**config.mk**
```make
export PLATFORM = sky130hd
export DESIGN_NAME = clock_switch_monitor_interlock
export DESIGN_NICKNAME = d
export VERILOG_FILES = /design/src/design/clk_ctrl_pkg.sv /design/src/design/clock_switch_monitor_interlock.sv /design/src/design/level_sync.sv
export SDC_FILE = /design/constraint.sdc
export NUM_CORES = 1
export LEC_CHECK = 0
export BUFFER_PORTS_ARGS = -buffer_cell sky130_fd_sc_hd__buf_4
export CAP_MARGIN = 20
export CORE_MARGIN = 2
export CORE_UTILIZATION = 44
export DETAILED_ROUTE_END_ITERATION = 12
export PLACE_DENSITY = 0.71
export SETUP_SLACK_MARGIN = 0.02
export SLEW_MARGIN = 15
export SYNTH_ARGS = -nofsm -noshare
export SYNTH_HDL_FRONTEND = slang
export SYNTH_SLANG_ARGS = --single-unit
```
**constraint.sdc**
```tcl
create_clock -name sys_clk_i -period 1 [get_ports sys_clk_i]
set_input_delay 0.3 -clock sys_clk_i [delete_from_list [all_inputs] [get_ports sys_clk_i]]
set_output_delay 0.3 -clock sys_clk_i [all_outputs]
set_load 0.01 [all_outputs]
```
**src/design/clk_ctrl_pkg.sv**
```systemverilog
// package: control register layout, reset values and structs for the clock interlock
package clk_ctrl_pkg;
	// ****************************************
	// control register field positions
	// ****************************************
	localparam int BIT_MON_IRQ_EN = 7;
	localparam int BIT_MON_FLAG = 6;
	localparam int BIT_MON_ON = 5;
	localparam int BIT_SEL_EXT = 4;
	localparam int BIT_INT_ON = 3;
	localparam int BIT_INT_STABLE = 2;
	localparam int BIT_EXT_ON = 1;
	localparam int BIT_EXT_STABLE = 0;
	localparam int CTRL_W = 8;
	// ****************************************
	// reset values and synchroniser stage count
	// ****************************************
	localparam logic [7:0] CTRL_RESET = 8'h08;
	localparam int SYNC_STAGES = 3;

	// status coming from the clock generators and monitor
	typedef struct packed {
		logic int_clock_stable;
		logic ext_clock_stable;
		logic int_inactive;
		logic ext_inactive;
	} gen_status_t;

	// software write port
	typedef struct packed {
		logic wr;
		logic [7:0] data;
	} ctrl_write_t;
endpackage

```
**src/design/clock_switch_monitor_interlock.sv**
```systemverilog
// clock control register with source-switch and monitor-enable interlocks
// ****************************************
// ****************************************
`timescale 1ns/100ps
module clock_switch_monitor_interlock (
	input wire logic sys_clk_i, // 100 MHz system clock
	input wire logic rst_i, // synchronous reset, active high
	input clk_ctrl_pkg::ctrl_write_t ctrl_wr_i, // software write strobe and data
	input clk_ctrl_pkg::gen_status_t gen_status_i, // asynchronous generator status
	output logic [7:0] ctrl_rd_o, // control register read-back
	output logic sel_ext_o, // clock switch select, high = external
	output logic int_clock_on_o, // internal generator enable
	output logic ext_clock_on_o, // external generator enable
	output logic monitor_on_o, // clock monitor enable
	output logic monitor_irq_o // monitor interrupt request level
);
	import clk_ctrl_pkg::*;

	logic int_stable;
	logic ext_stable;
	logic int_off;
	logic ext_off;
	logic sel_ext;
	logic int_on;
	logic ext_on;
	logic mon_on;
	logic mon_irq_en;
	logic mon_flag;
	logic next_sel_ext;
	logic next_int_on;
	logic next_ext_on;
	logic next_mon_on;
	logic next_mon_irq_en;
	logic mon_trip;
	logic [7:0] wd;

	// ****************************************
	// status synchronisers
	// ****************************************
	// internal generator stable flag
	level_sync u_sync_is (
		.sys_clk_i(sys_clk_i),
		.rst_i(rst_i),
		.async_i(gen_status_i.int_clock_stable),
		.level_o(int_stable)
	);
	// external generator stable flag
	level_sync u_sync_es (
		.sys_clk_i(sys_clk_i),
		.rst_i(rst_i),
		.async_i(gen_status_i.ext_clock_stable),
		.level_o(ext_stable)
	);
	// internal clock inactivity from the monitor
	level_sync u_sync_io (
		.sys_clk_i(sys_clk_i),
		.rst_i(rst_i),
		.async_i(gen_status_i.int_inactive),
		.level_o(int_off)
	);
	// external clock inactivity from the monitor
	level_sync u_sync_eo (
		.sys_clk_i(sys_clk_i),
		.rst_i(rst_i),
		.async_i(gen_status_i.ext_inactive),
		.level_o(ext_off)
	);

	// ****************************************
	// helper functions
	// ****************************************
	// a generator counts as ready when it is both on and stable
	function automatic logic gen_ready(input logic on, input logic stable);
		return on && stable;
	endfunction
	// a switch needs the current source on and the target on and stable
	function automatic logic switch_ok(input logic cur_on, input logic tgt_on,
		input logic tgt_stable);
		return cur_on && gen_ready(tgt_on, tgt_stable);
	endfunction

	assign wd = ctrl_wr_i.data;
	// monitor sees a dead source only while on with both generators on
	assign mon_trip = mon_on && int_on && ext_on && (int_off || ext_off);

	// ****************************************
	// interlocked next values
	// ****************************************
	// select follows a write only when the switch interlock allows it
	always_comb begin
		next_sel_ext = sel_ext;
		if (ctrl_wr_i.wr && wd[BIT_SEL_EXT] && !sel_ext) begin
			if (switch_ok(int_on, ext_on, ext_stable)) begin
				next_sel_ext = 1'b1;
			end
		end else if (ctrl_wr_i.wr && !wd[BIT_SEL_EXT] && sel_ext) begin
			if (switch_ok(ext_on, int_on, int_stable)) begin
				next_sel_ext = 1'b0;
			end
		end
	end

	// internal on clears only once select already sits on external and stays
	always_comb begin
		next_int_on = int_on;
		if (ctrl_wr_i.wr) begin
			if (wd[BIT_INT_ON]) begin
				next_int_on = 1'b1;
			end else if (sel_ext && next_sel_ext && !mon_trip) begin
				next_int_on = 1'b0;
			end
		end
	end

	// external on clears only once select already sits on internal and stays
	always_comb begin
		next_ext_on = ext_on;
		if (ctrl_wr_i.wr) begin
			if (wd[BIT_EXT_ON]) begin
				next_ext_on = 1'b1;
			end else if (!sel_ext && !next_sel_ext && !mon_trip) begin
				next_ext_on = 1'b0;
			end
		end
	end

	// monitor on needs both generators ready; irq enable needs monitor on
	always_comb begin
		next_mon_on = mon_on;
		next_mon_irq_en = mon_irq_en;
		if (ctrl_wr_i.wr) begin
			if (!wd[BIT_MON_ON]) begin
				next_mon_on = 1'b0;
			end else if (gen_ready(int_on, int_stable) && gen_ready(ext_on, ext_stable)) begin
				next_mon_on = 1'b1;
			end
			if (!wd[BIT_MON_IRQ_EN]) begin
				next_mon_irq_en = 1'b0;
			end else if (mon_on) begin
				next_mon_irq_en = 1'b1;
			end
		end
	end

	// ****************************************
	// clock select, forced on monitor trip
	// ****************************************
	always_ff @(posedge sys_clk_i) begin
		if (rst_i) begin
			sel_ext <= CTRL_RESET[BIT_SEL_EXT];
		end else if (mon_trip) begin
			sel_ext <= !ext_off;
		end else begin
			sel_ext <= next_sel_ext;
		end
	end

	// generator enables and monitor controls
	always_ff @(posedge sys_clk_i) begin
		if (rst_i) begin
			int_on <= CTRL_RESET[BIT_INT_ON];
			ext_on <= CTRL_RESET[BIT_EXT_ON];
			mon_on <= CTRL_RESET[BIT_MON_ON];
			mon_irq_en <= CTRL_RESET[BIT_MON_IRQ_EN];
		end else begin
			int_on <= next_int_on;
			ext_on <= next_ext_on;
			mon_on <= next_mon_on;
			mon_irq_en <= next_mon_irq_en;
		end
	end

	// sticky monitor flag; write 0 clears, trip wins over clear
	always_ff @(posedge sys_clk_i) begin
		if (rst_i) begin
			mon_flag <= CTRL_RESET[BIT_MON_FLAG];
		end else if (mon_trip) begin
			mon_flag <= 1'b1;
		end else if (ctrl_wr_i.wr && !wd[BIT_MON_FLAG]) begin
			mon_flag <= 1'b0;
		end
	end

	// ****************************************
	// registered outputs
	// ****************************************
	always_ff @(posedge sys_clk_i) begin
		if (rst_i) begin
			ctrl_rd_o <= CTRL_RESET;
			sel_ext_o <= CTRL_RESET[BIT_SEL_EXT];
			int_clock_on_o <= CTRL_RESET[BIT_INT_ON];
			ext_clock_on_o <= CTRL_RESET[BIT_EXT_ON];
			monitor_on_o <= CTRL_RESET[BIT_MON_ON];
			monitor_irq_o <= CTRL_RESET[BIT_MON_FLAG] & CTRL_RESET[BIT_MON_IRQ_EN];
		end else begin
			// read-back layout
			ctrl_rd_o <= {mon_irq_en, mon_flag, mon_on, sel_ext,
				int_on, int_stable & int_on, ext_on, ext_stable & ext_on};
			sel_ext_o <= sel_ext;
			int_clock_on_o <= int_on;
			ext_clock_on_o <= ext_on;
			monitor_on_o <= mon_on && int_on && ext_on;
			monitor_irq_o <= mon_flag && mon_irq_en;
		end
	end
endmodule // clock_switch_monitor_interlock

```
**src/design/level_sync.sv**
```systemverilog
// three-stage synchroniser for one asynchronous level
`timescale 1ns/100ps
module level_sync (
	input wire logic sys_clk_i, // system clock
	input wire logic rst_i, // synchronous reset
	input wire logic async_i, // asynchronous level
	output logic level_o // filtered level
);
	import clk_ctrl_pkg::*;
	logic meta;
	logic s2;
	logic s3;
	// ****************************************
	// capture chain
	// ****************************************
	always_ff @(posedge sys_clk_i) begin
		if (rst_i) begin
			meta <= 1'b0;
			s2 <= 1'b0;
			s3 <= 1'b0;
		end else begin
			meta <= async_i;
			s2 <= meta;
			s3 <= s2;
		end
	end
	// change accepted once stages two and three agree
	always_ff @(posedge sys_clk_i) begin
		if (rst_i) begin
			level_o <= 1'b0;
		end else if (s2 == s3) begin
			level_o <= s3;
		end
	end
endmodule // level_sync

```
==> results of run 1 <==
-- worst max path at each step --
stage                            startpoint            to  slack, ns  cells after the start
after floorplan           u_sync_io.level_o        int_on      -0.08                      3
after global placement               int_on       sel_ext      -0.12                      3
after detailed placement             int_on       sel_ext      -0.17                      3
after CTS                      ctrl_rd_o[4]  ctrl_rd_o[4]      -0.11                      1
after global routing      u_sync_io.level_o        int_on      -0.15                      3
final                          ctrl_rd_o[4]  ctrl_rd_o[4]      -0.09                      1
-- final cells by class --
type                    count  area share
flip-flops and latches     32      0.4587
clock buffers               7     0.03823
multi-input cells          53      0.2363
clock inverters             1    0.005213
well taps                  28     0.02433
repair buffers             37      0.2268
inverters                   4     0.01043
-- routing by layer --
layer,global-route usage,vias up
li1,-,393
met1,0.1821,361
met2,0.2792,21
met3,0.05429,2
met4,0.1239,0
met5,0,-
-- synthesized netlist by cell type, drive strengths merged (2+ instances only) --
cell | number | area share
o2111ai | 2 | 0.023
and2 | 2 | 0.012
o21ai | 6 | 0.029
nand2 | 5 | 0.018
a21oi | 8 | 0.039
dfxtp | 32 | 0.62
nor2b | 16 | 0.097
clkbuf | 2 | 0.0072
buf | 5 | 0.043
inv | 4 | 0.014
-- power groups by stage --
stage	registers (µW)	clock network [µW]	logic, µW
after floorplan	1340	0	53.6
after global placement	1340	0	109
after detailed placement	1340	0	111
after CTS	1310	784	112
after global routing	1310	852	127
final	1310	772	115
-- timing repair --
| item | CTS | global route |
|---|---|---|
| setup endpoints to repair | 19 | 18 |
| pin swaps | 4 | 3 |
| resized for setup | 19 | 12 |
| setup buffers | 0 | 1 |
-- metrics by stage --
step,cell area (µm²),power [µW],util
after global routing,1440,2289,0.6510
final,1440,2194,0.6510
after global placement,1290,1446,0.5831
after CTS,1400,2203,0.6329
after floorplan,1037,1390,-
after detailed placement,1290,1450,0.5831
-- logic make-up after synthesis --
group	after synthesis	share of synthesized area
AO/OA/AOI/OAI	21	0.1339
buffers and inverters	11	0.06513
flip-flops	32	0.6176
AND/OR/NAND/NOR	32	0.1834
==> results.ini, run 1 <==
[outcome]
status=complete, but fails checks
violations=negative setup slack

[routing]
firstDrtPassIters=5
wl_per_cell_um=12.04
first_iter_violations=12
wl_met3_um=105
drc=0
highest_layer=met4
num_vias=777
wl_met1_um=783
viasPerCell=4.796
wl_mm=1.951
postRouteAntennaNets=0
met2WireLength_mm=1.046

[logic_synthesis]
synth_edf_count=0
ys_seq_area_frac=0.6176
syn-cell-area_um2=1037
ys_seq_elements=32
synth_ff_type=dfxtp_1
syn_inst=96
avgSynthCellArea_um2=10.80
async_reset_ff_frac=0
yosysWarnings=0
syn-num-nets=111
synth.distinct_cells=26

[worst_setup_path]
rr_endpoint=int_on
r2r-start=u_sync_io.level_o
cp_slowest_cell=dfxtp_2
max_stage_delay_ns=0.36
crit_path_max_fanout=2
path_class=reg2out
timing.reg2reg.setup_slack_ns=-0.08
cp.arrival_ns=0.79
crit_required_ns=0.70
ff2ff_path_depth=3
crit_buf_inv=1
cpLargestDelayFamily=flip-flops
crit_chain=buf_6
endpoint_kind=output port
worstSetupStartpointType=flip-flop

[cts]
postCtsHoldBufs=0
insertion_delay_ns=0.33
cts_buffer_depth=2
cts.sinks=32
clk_pin_slew_ns=0.10
root_buffer=clkbuf_4
h-tree-depth=2
numCtsBuffers=5
cts_tree=done

[power]
p_leak_uw=0.0006002
share_comb_of_total_power=0.052
power_frac_clock=0.352
p_switching_uw=485.6
peakVddDrop_uv=1178
internal_power_uw=1708
p_per_area_nw_per_um2=1523
sw_frac_of_total=0.2214
p_seq_frac=0.596

[final_layout]
final_net_count=148
n_antenna_cell=0
drive_gt1_frac=0.4776
regMostFlops=ctrl_rd_o
largest_register_ffs=8
regArea_um2=660.6
mostFrequentLayoutCell=buf_4
fillers=183
area_delta_synth_final_pct=38.84
multiInputGateArea_um2=340.3
final_cells=162
mostFrequentLayoutCells=buf_4 (24), dfxtp_1 (18), nor2b_1 (15), dfxtp_2 (13), buf_6 (13)

[worst_hold_path]
worstHoldStart=gen_status_i[1]
min_path_type=in2reg
hold_depth=2
min_to=u_sync_io.meta

[placed_design]
finalWeightedCongestion=0.8773
pre_cts_ws_ns=-0.1729
dp.cells=153
dpl.hpwl_mm=1.400
io_buffers=25

[die]
io-pin-count=28
initial_utilization=0.4689
coreArea_um2=2212
die_h_um=52.55
die-area_um2=2762
num_rows=17
die-width_um=52.55

[sta]
holdWs_ns=0.1835
skew_ns=0.008673
hold_viol_final=0
setup_viol=16
fin_crit_ns=1.090
grt_setup_unrepaired=true
period_share=1.090
setup-tns-final_ns=-1.072
worstMarginPinSlew_ns=0.2505
maxSlewViolCount=0
relSlewSlack=0.8324
fmax_mhz=917.0
setup_ws_ns=-0.09049

[global_route]
antenna_found_initial=0
overflow=0
track_usage=0.1704
first_global_vias=744
grt_max_degree=16
grt_pass1_wl_mm=3.215

[job]
maxCapViolCount=0

(Power assumes the default switching activity.)
==> inputs of run 2 (changes only) <==
--- a/config.mk
+++ b/config.mk
@@ -10,7 +10,7 @@
 export CORE_MARGIN = 2
 export CORE_UTILIZATION = 44
 export DETAILED_ROUTE_END_ITERATION = 12
-export PLACE_DENSITY = 0.71
+export PLACE_DENSITY = 0.77
 export SETUP_SLACK_MARGIN = 0.02
 export SLEW_MARGIN = 15
 export SYNTH_ARGS = -nofsm -noshare
==> constraint.sdc (replaced) <==
create_clock -name sys_clk_i -period 1 [get_ports sys_clk_i]
set_input_delay 0.05 -clock sys_clk_i [delete_from_list [all_inputs] [get_ports sys_clk_i]]
set_output_delay 0.05 -clock sys_clk_i [all_outputs]
set_load 0.01 [all_outputs]
==> results.ini, run 2 (synthesis gave the netlist of run 1 again) <==
[worst_hold_path]
min_path_type=in2reg  ; unchanged
hold_depth=3  ; was 2

[cts]
cts_tree=done  ; unchanged
cts.sinks=32  ; unchanged
numCtsBuffers=5  ; unchanged
cts_buffer_depth=2  ; unchanged
root_buffer=clkbuf_4  ; unchanged
insertion_delay_ns=0.33  ; about the same
h-tree-depth=2  ; unchanged
clk_pin_slew_ns=0.10  ; about the same

[final_layout]
regMostFlops=ctrl_rd_o  ; unchanged
final_net_count=155  ; was 148
area_delta_synth_final_pct=44.03  ; was 38.84%
n_antenna_cell=0  ; unchanged
mostFrequentLayoutCells=buf_4 (32), dfxtp_1 (28), nor2b_1 (15), dlygate4sd3_1 (9), a21oi_1 (8)  ; was buf_4 (24), dfxtp_1 (18), nor2b_1 (15), dfxtp_2 (13), buf_6 (13)
utilization=0.6753  ; was 0.6510
mostFrequentLayoutCell=buf_4  ; unchanged
largest_register_ffs=8  ; unchanged
final_area_um2=1494  ; was 1440 µm²
drive_gt1_frac=0.3714  ; was 0.4776
fillers=175  ; was 183

[global_route]
antenna_found_initial=0  ; unchanged
first_global_vias=811  ; was 744
grt_pass1_wl_mm=3.353  ; was 3.215 mm
grt_max_degree=19  ; was 16
overflow=0  ; unchanged
track_usage=0.1790  ; was 0.1704

[placed_design]
place_area_um2=1260  ; was 1290 µm²
io_buffers=25  ; unchanged
pre_cts_ws_ns=-0.1734  ; was -0.1729 ns
dpl.hpwl_mm=1.348  ; was 1.400 mm
finalWeightedCongestion=0.8946  ; was 0.8773

[routing]
wl_per_cell_um=13.07  ; was 12.04 µm
drc=0  ; unchanged
postRouteAntennaNets=0  ; unchanged
wl_mm=2.195  ; was 1.951 mm
firstDrtPassIters=3  ; was 5
num_vias=827  ; was 777
viasPerCell=4.923  ; was 4.796
first_iter_violations=15  ; was 12

[die]
io-pin-count=28  ; unchanged
coreArea_um2=2212  ; unchanged
die-width_um=52.55  ; unchanged
initial_utilization=0.4689  ; unchanged
num_rows=17  ; unchanged
die_h_um=52.55  ; unchanged
die-area_um2=2762  ; unchanged

[sta]
period_share=1.147  ; was 1.090
skew_ns=0.01035  ; was 0.008673 ns
relSlewSlack=0.8465  ; was 0.8324
fin_crit_ns=1.147  ; was 1.090 ns
holdWs_ns=0.03397  ; was 0.1835 ns
setup_ws_ns=-0.1471  ; was -0.09049 ns
setup-tns-final_ns=-0.3191  ; was -1.072 ns
setup_viol=3  ; was 16
hold_viol_final=0  ; unchanged
grt_setup_unrepaired=true  ; unchanged
fmax_mhz=871.7  ; was 917.0 MHz
maxSlewViolCount=0  ; unchanged
worstMarginPinSlew_ns=0.2288  ; was 0.2505 ns

[worst_setup_path]
path_class=reg2reg  ; was reg2out
endpoint=sel_ext  ; was ctrl_rd_o[4]
r2r-start=ext_on  ; was u_sync_io.level_o
crit_required_ns=1.26  ; was 0.70 ns
rr_endpoint=sel_ext  ; was int_on
worstSetupStartpoint=ext_on  ; was ctrl_rd_o[4]
worstSetupStartpointType=flip-flop  ; unchanged
endpoint_kind=flip-flop  ; was output port
ff2ff_path_depth=3  ; unchanged
cp.arrival_ns=1.40  ; was 0.79 ns
timing.reg2reg.setup_slack_ns=-0.15  ; was -0.08 ns
crit_path_max_fanout=5  ; was 2

[power]
p_per_area_nw_per_um2=1507  ; was 1523 nW/µm²
p_leak_uw=0.0006305  ; was 0.0006002 µW
peakVddDrop_uv=1195  ; was 1178 µV

[outcome]
violations=negative setup slack  ; unchanged
status=complete, but fails checks  ; unchanged

[job]
maxCapViolCount=0  ; unchanged

[run 2: cell types whose count changed in the layout (fill, tap and decap cells not counted), sizes merged]
cell and delta:
buf -3, clkinvlp -1, dlygate4sd3 +9, dlymetal6s4s +1
[run 2: layer usage]
layer	global-route usage	routed length, µm
met1	0.1935	900
met4	0.1410	63
met2	0.2896	1144
met3	0.05143	86
met5	0	0
[run 2: worst min-delay path by stage]
stage,startpoint,endpoint,slack [ns]
3_5_place_dp,gen_status_i[1],u_sync_io.meta,0.27
3_3_place_gp,gen_status_i[1],u_sync_io.meta,0.26
4_1_cts,ctrl_wr_i[8],ext_on,0.02
2_1_floorplan,gen_status_i[0],u_sync_eo.meta,0.18
6_report,ctrl_wr_i[8],ext_on,0.03
5_1_grt,ctrl_wr_i[8],ext_on,0.04
[run 2: power breakdown]
group	internal (µW)	total [µW]	switching, µW
logic	88.5	144	55.8
registers	1290	1310	12.6
clock network	398	800	402
total	1780	2250	470
[run 2: timing repair]
item,4_1_cts,5_1_grt
cloned,0,1
resized for setup,4,11
endpoints found under the hold margin,13,0
endpoints found under the setup margin,4,5
pin swaps,1,3
setup buffers,0,1
hold buffers,10,0
[run 2: area by class of cell]
class                   count  area, µm²  share of cell area
multi-input cells          53      369.1              0.2471
well taps                  28      35.03             0.02345
flip-flops and latches     32      650.6              0.4355
clock buffers               7      65.06             0.04355
inverters                   4      15.01             0.01005
repair buffers             44      359.1              0.2404
[run 2: metrics by stage]
step / cells / total power, µW
6_report: 168 / 2251
5_1_grt: 168 / 2351
4_1_cts: 166 / 2259
3_5_place_dp: 149 / 1438
3_3_place_gp: 149 / 1434
2_1_floorplan: 96 / 1390
[run 2: critical path, cell delays in order, from the launching register on]
cell and delay, ns:
dfxtp_4 0.39, nand4_1 0.14, or3_4 0.37, a31oi_4 0.16
==> inputs of run 3 (changes only) <==
==> constraint.sdc (replaced) <==
create_clock -name sys_clk_i -period 1 [get_ports sys_clk_i]
set_input_delay 0.15 -clock sys_clk_i [delete_from_list [all_inputs] [get_ports sys_clk_i]]
set_output_delay 0.15 -clock sys_clk_i [all_outputs]
set_load 0.01 [all_outputs]
==> results.ini, run 3 (synthesis gave the netlist of run 1 again) <==
[outcome]
status=complete, but fails checks  ; unchanged
violations=negative setup slack  ; unchanged

[worst_setup_path]
endpoint_kind=flip-flop  ; unchanged
worstSetupStartpoint=u_sync_io.level_o  ; was ext_on
crit_required_ns=1.20  ; was 1.26 ns
r2r-start=u_sync_io.level_o  ; was ext_on
worstSetupStartpointType=flip-flop  ; unchanged
cp.arrival_ns=1.27  ; was 1.40 ns
path_class=reg2reg  ; unchanged
crit_path_max_fanout=2  ; was 5

[sta]
period_share=1.067  ; was 1.147
setup_viol=3  ; unchanged
setup_ws_ns=-0.06735  ; was -0.1471 ns
grt_setup_unrepaired=true  ; unchanged
relSlewSlack=0.8878  ; was 0.8465
fin_crit_ns=1.067  ; was 1.147 ns
worstMarginPinSlew_ns=0.1661  ; was 0.2288 ns
fmax_mhz=936.9  ; was 871.7 MHz
maxSlewViolCount=0  ; unchanged
skew_ns=0.004629  ; was 0.01035 ns
hold_viol_final=0  ; unchanged

[cts]
clk_pin_slew_ns=0.08  ; was 0.10 ns
cts.sinks=32  ; unchanged
insertion_delay_ns=0.31  ; was 0.33 ns
cts_tree=done  ; unchanged
h-tree-depth=2  ; unchanged
cts_buffer_depth=2  ; unchanged
numCtsBuffers=5  ; unchanged
root_buffer=clkbuf_4  ; unchanged
postCtsSetupRepairBufs=0  ; unchanged

[global_route]
grt_max_degree=18  ; was 19
track_usage=0.1535  ; was 0.1790
grt_pass1_wl_mm=2.960  ; was 3.353 mm
antenna_found_initial=0  ; unchanged
first_global_vias=717  ; was 811
overflow=0  ; unchanged

[routing]
wl_mm=1.713  ; was 2.195 mm
postRouteAntennaNets=0  ; unchanged
first_iter_violations=9  ; was 15
viasPerCell=4.858  ; was 4.923
drc=0  ; unchanged
num_vias=753  ; was 827
wl_per_cell_um=11.05  ; was 13.07 µm
firstDrtPassIters=3  ; unchanged

[placed_design]
dp.cells=148  ; was 149
io_buffers=25  ; unchanged
finalWeightedCongestion=0.8400  ; was 0.8946
pre_cts_ws_ns=-0.1432  ; was -0.1734 ns
dpl.hpwl_mm=1.241  ; was 1.348 mm

[power]
total_power_uw=2175  ; was 2251 µW
power_frac_clock=0.354  ; was 0.356
p_switching_uw=425.7  ; was 470.4 µW
sw_frac_of_total=0.1957  ; was 0.2090
peakVddDrop_uv=1096  ; was 1195 µV
p_leak_uw=0.0005622  ; was 0.0006305 µW
p_seq_frac=0.600  ; was 0.580
p_per_area_nw_per_um2=1632  ; was 1507 nW/µm²
internal_power_uw=1749  ; was 1780 µW
share_comb_of_total_power=0.046  ; was 0.064

[final_layout]
regMostFlops=ctrl_rd_o  ; unchanged
n_antenna_cell=0  ; unchanged
mostFrequentLayoutCells=buf_4 (31), dfxtp_1 (28), nor2b_1 (15), a21oi_1 (8), o21ai_0 (6)  ; was buf_4 (32), dfxtp_1 (28), nor2b_1 (15), dlygate4sd3_1 (9), a21oi_1 (8)
area_delta_synth_final_pct=28.47  ; was 44.03%
utilization=0.6024  ; was 0.6753
fillers=204  ; was 175
largest_register_ffs=8  ; unchanged
mostFrequentLayoutCell=buf_4  ; unchanged
final_net_count=142  ; was 155
final_cells=155  ; was 168
drive_gt1_frac=0.3701  ; was 0.3714

[die]
die-area_um2=2762  ; unchanged
die_h_um=52.55  ; unchanged
die-width_um=52.55  ; unchanged
io-pin-count=28  ; unchanged
initial_utilization=0.4689  ; unchanged
coreArea_um2=2212  ; unchanged
num_rows=17  ; unchanged

[job]
maxCapViolCount=0  ; unchanged

[worst_hold_path]
min_path_type=in2reg  ; unchanged
worstHoldStart=gen_status_i[1]  ; was ctrl_wr_i[8]

run 3: path summary, 6_finish.rpt:
check / endpoint / slack (ns) / depth (start not counted)
worst max-delay path: int_on / -0.07 / 3
worst min-delay path: u_sync_io.meta / 0.05 / 2
worst max register to register: int_on / -0.07 / 3
worst min register to register: u_sync_io.s2 / 0.44 / 1
run 3: power groups by stage:
stage / logic [µW] / registers (µW) / clock network, µW
after floorplan: 53.6 / 1340 / 0
after global placement: 96.7 / 1340 / 0
after detailed placement: 98.5 / 1340 / 0
after CTS: 99.1 / 1310 / 798
after global routing: 111 / 1310 / 852
final: 99.2 / 1310 / 771
run 3: area by class of cell:
cell class	count	area (µm²)	area share
flip-flops and latches	32	650.6	0.4883
multi-input cells	53	334.1	0.2507
repair buffers	31	232.7	0.1746
clock buffers	7	65.06	0.04883
well taps	28	35.03	0.02629
inverters	4	15.01	0.01127
run 3: layer usage:
metal | up-vias | part of all wire | global-route usage
met5 | - | 0 | 0
met4 | 0 | 0.021 | 0.09829
met3 | 4 | 0.054 | 0.05143
met2 | 19 | 0.49 | 0.2500
met1 | 346 | 0.43 | 0.1694
li1 | 384 | - | -
run 3: repair_timing:
item	in CTS	in global routing
gates resized for setup	4	4
gates cloned	0	0
hold buffers	0	0
endpoints found under the setup margin	5	5
pin swaps	2	2
run 3: per-stage QoR:
| stage | hold slack [ns] | instance area [µm²] | TNS, ns |
|---|---|---|---|
| 2_1_floorplan | 0.2782 | 1037 | -0.1139 |
| 3_3_place_gp | 0.3630 | 1252 | -0.1546 |
| 4_1_cts | 0.03285 | 1324 | -0.1425 |
| 6_report | 0.04782 | 1333 | -0.1327 |
| 3_5_place_dp | 0.3648 | 1252 | -0.2503 |
| 5_1_grt | 0.03239 | 1333 | -0.2791 |
run 3: critical path: stages (launching register included):
cell,delay (ns)
dfxtp_2,0.33
o2111ai_2,0.20
o2111ai_1,0.13
a221o_1,0.30
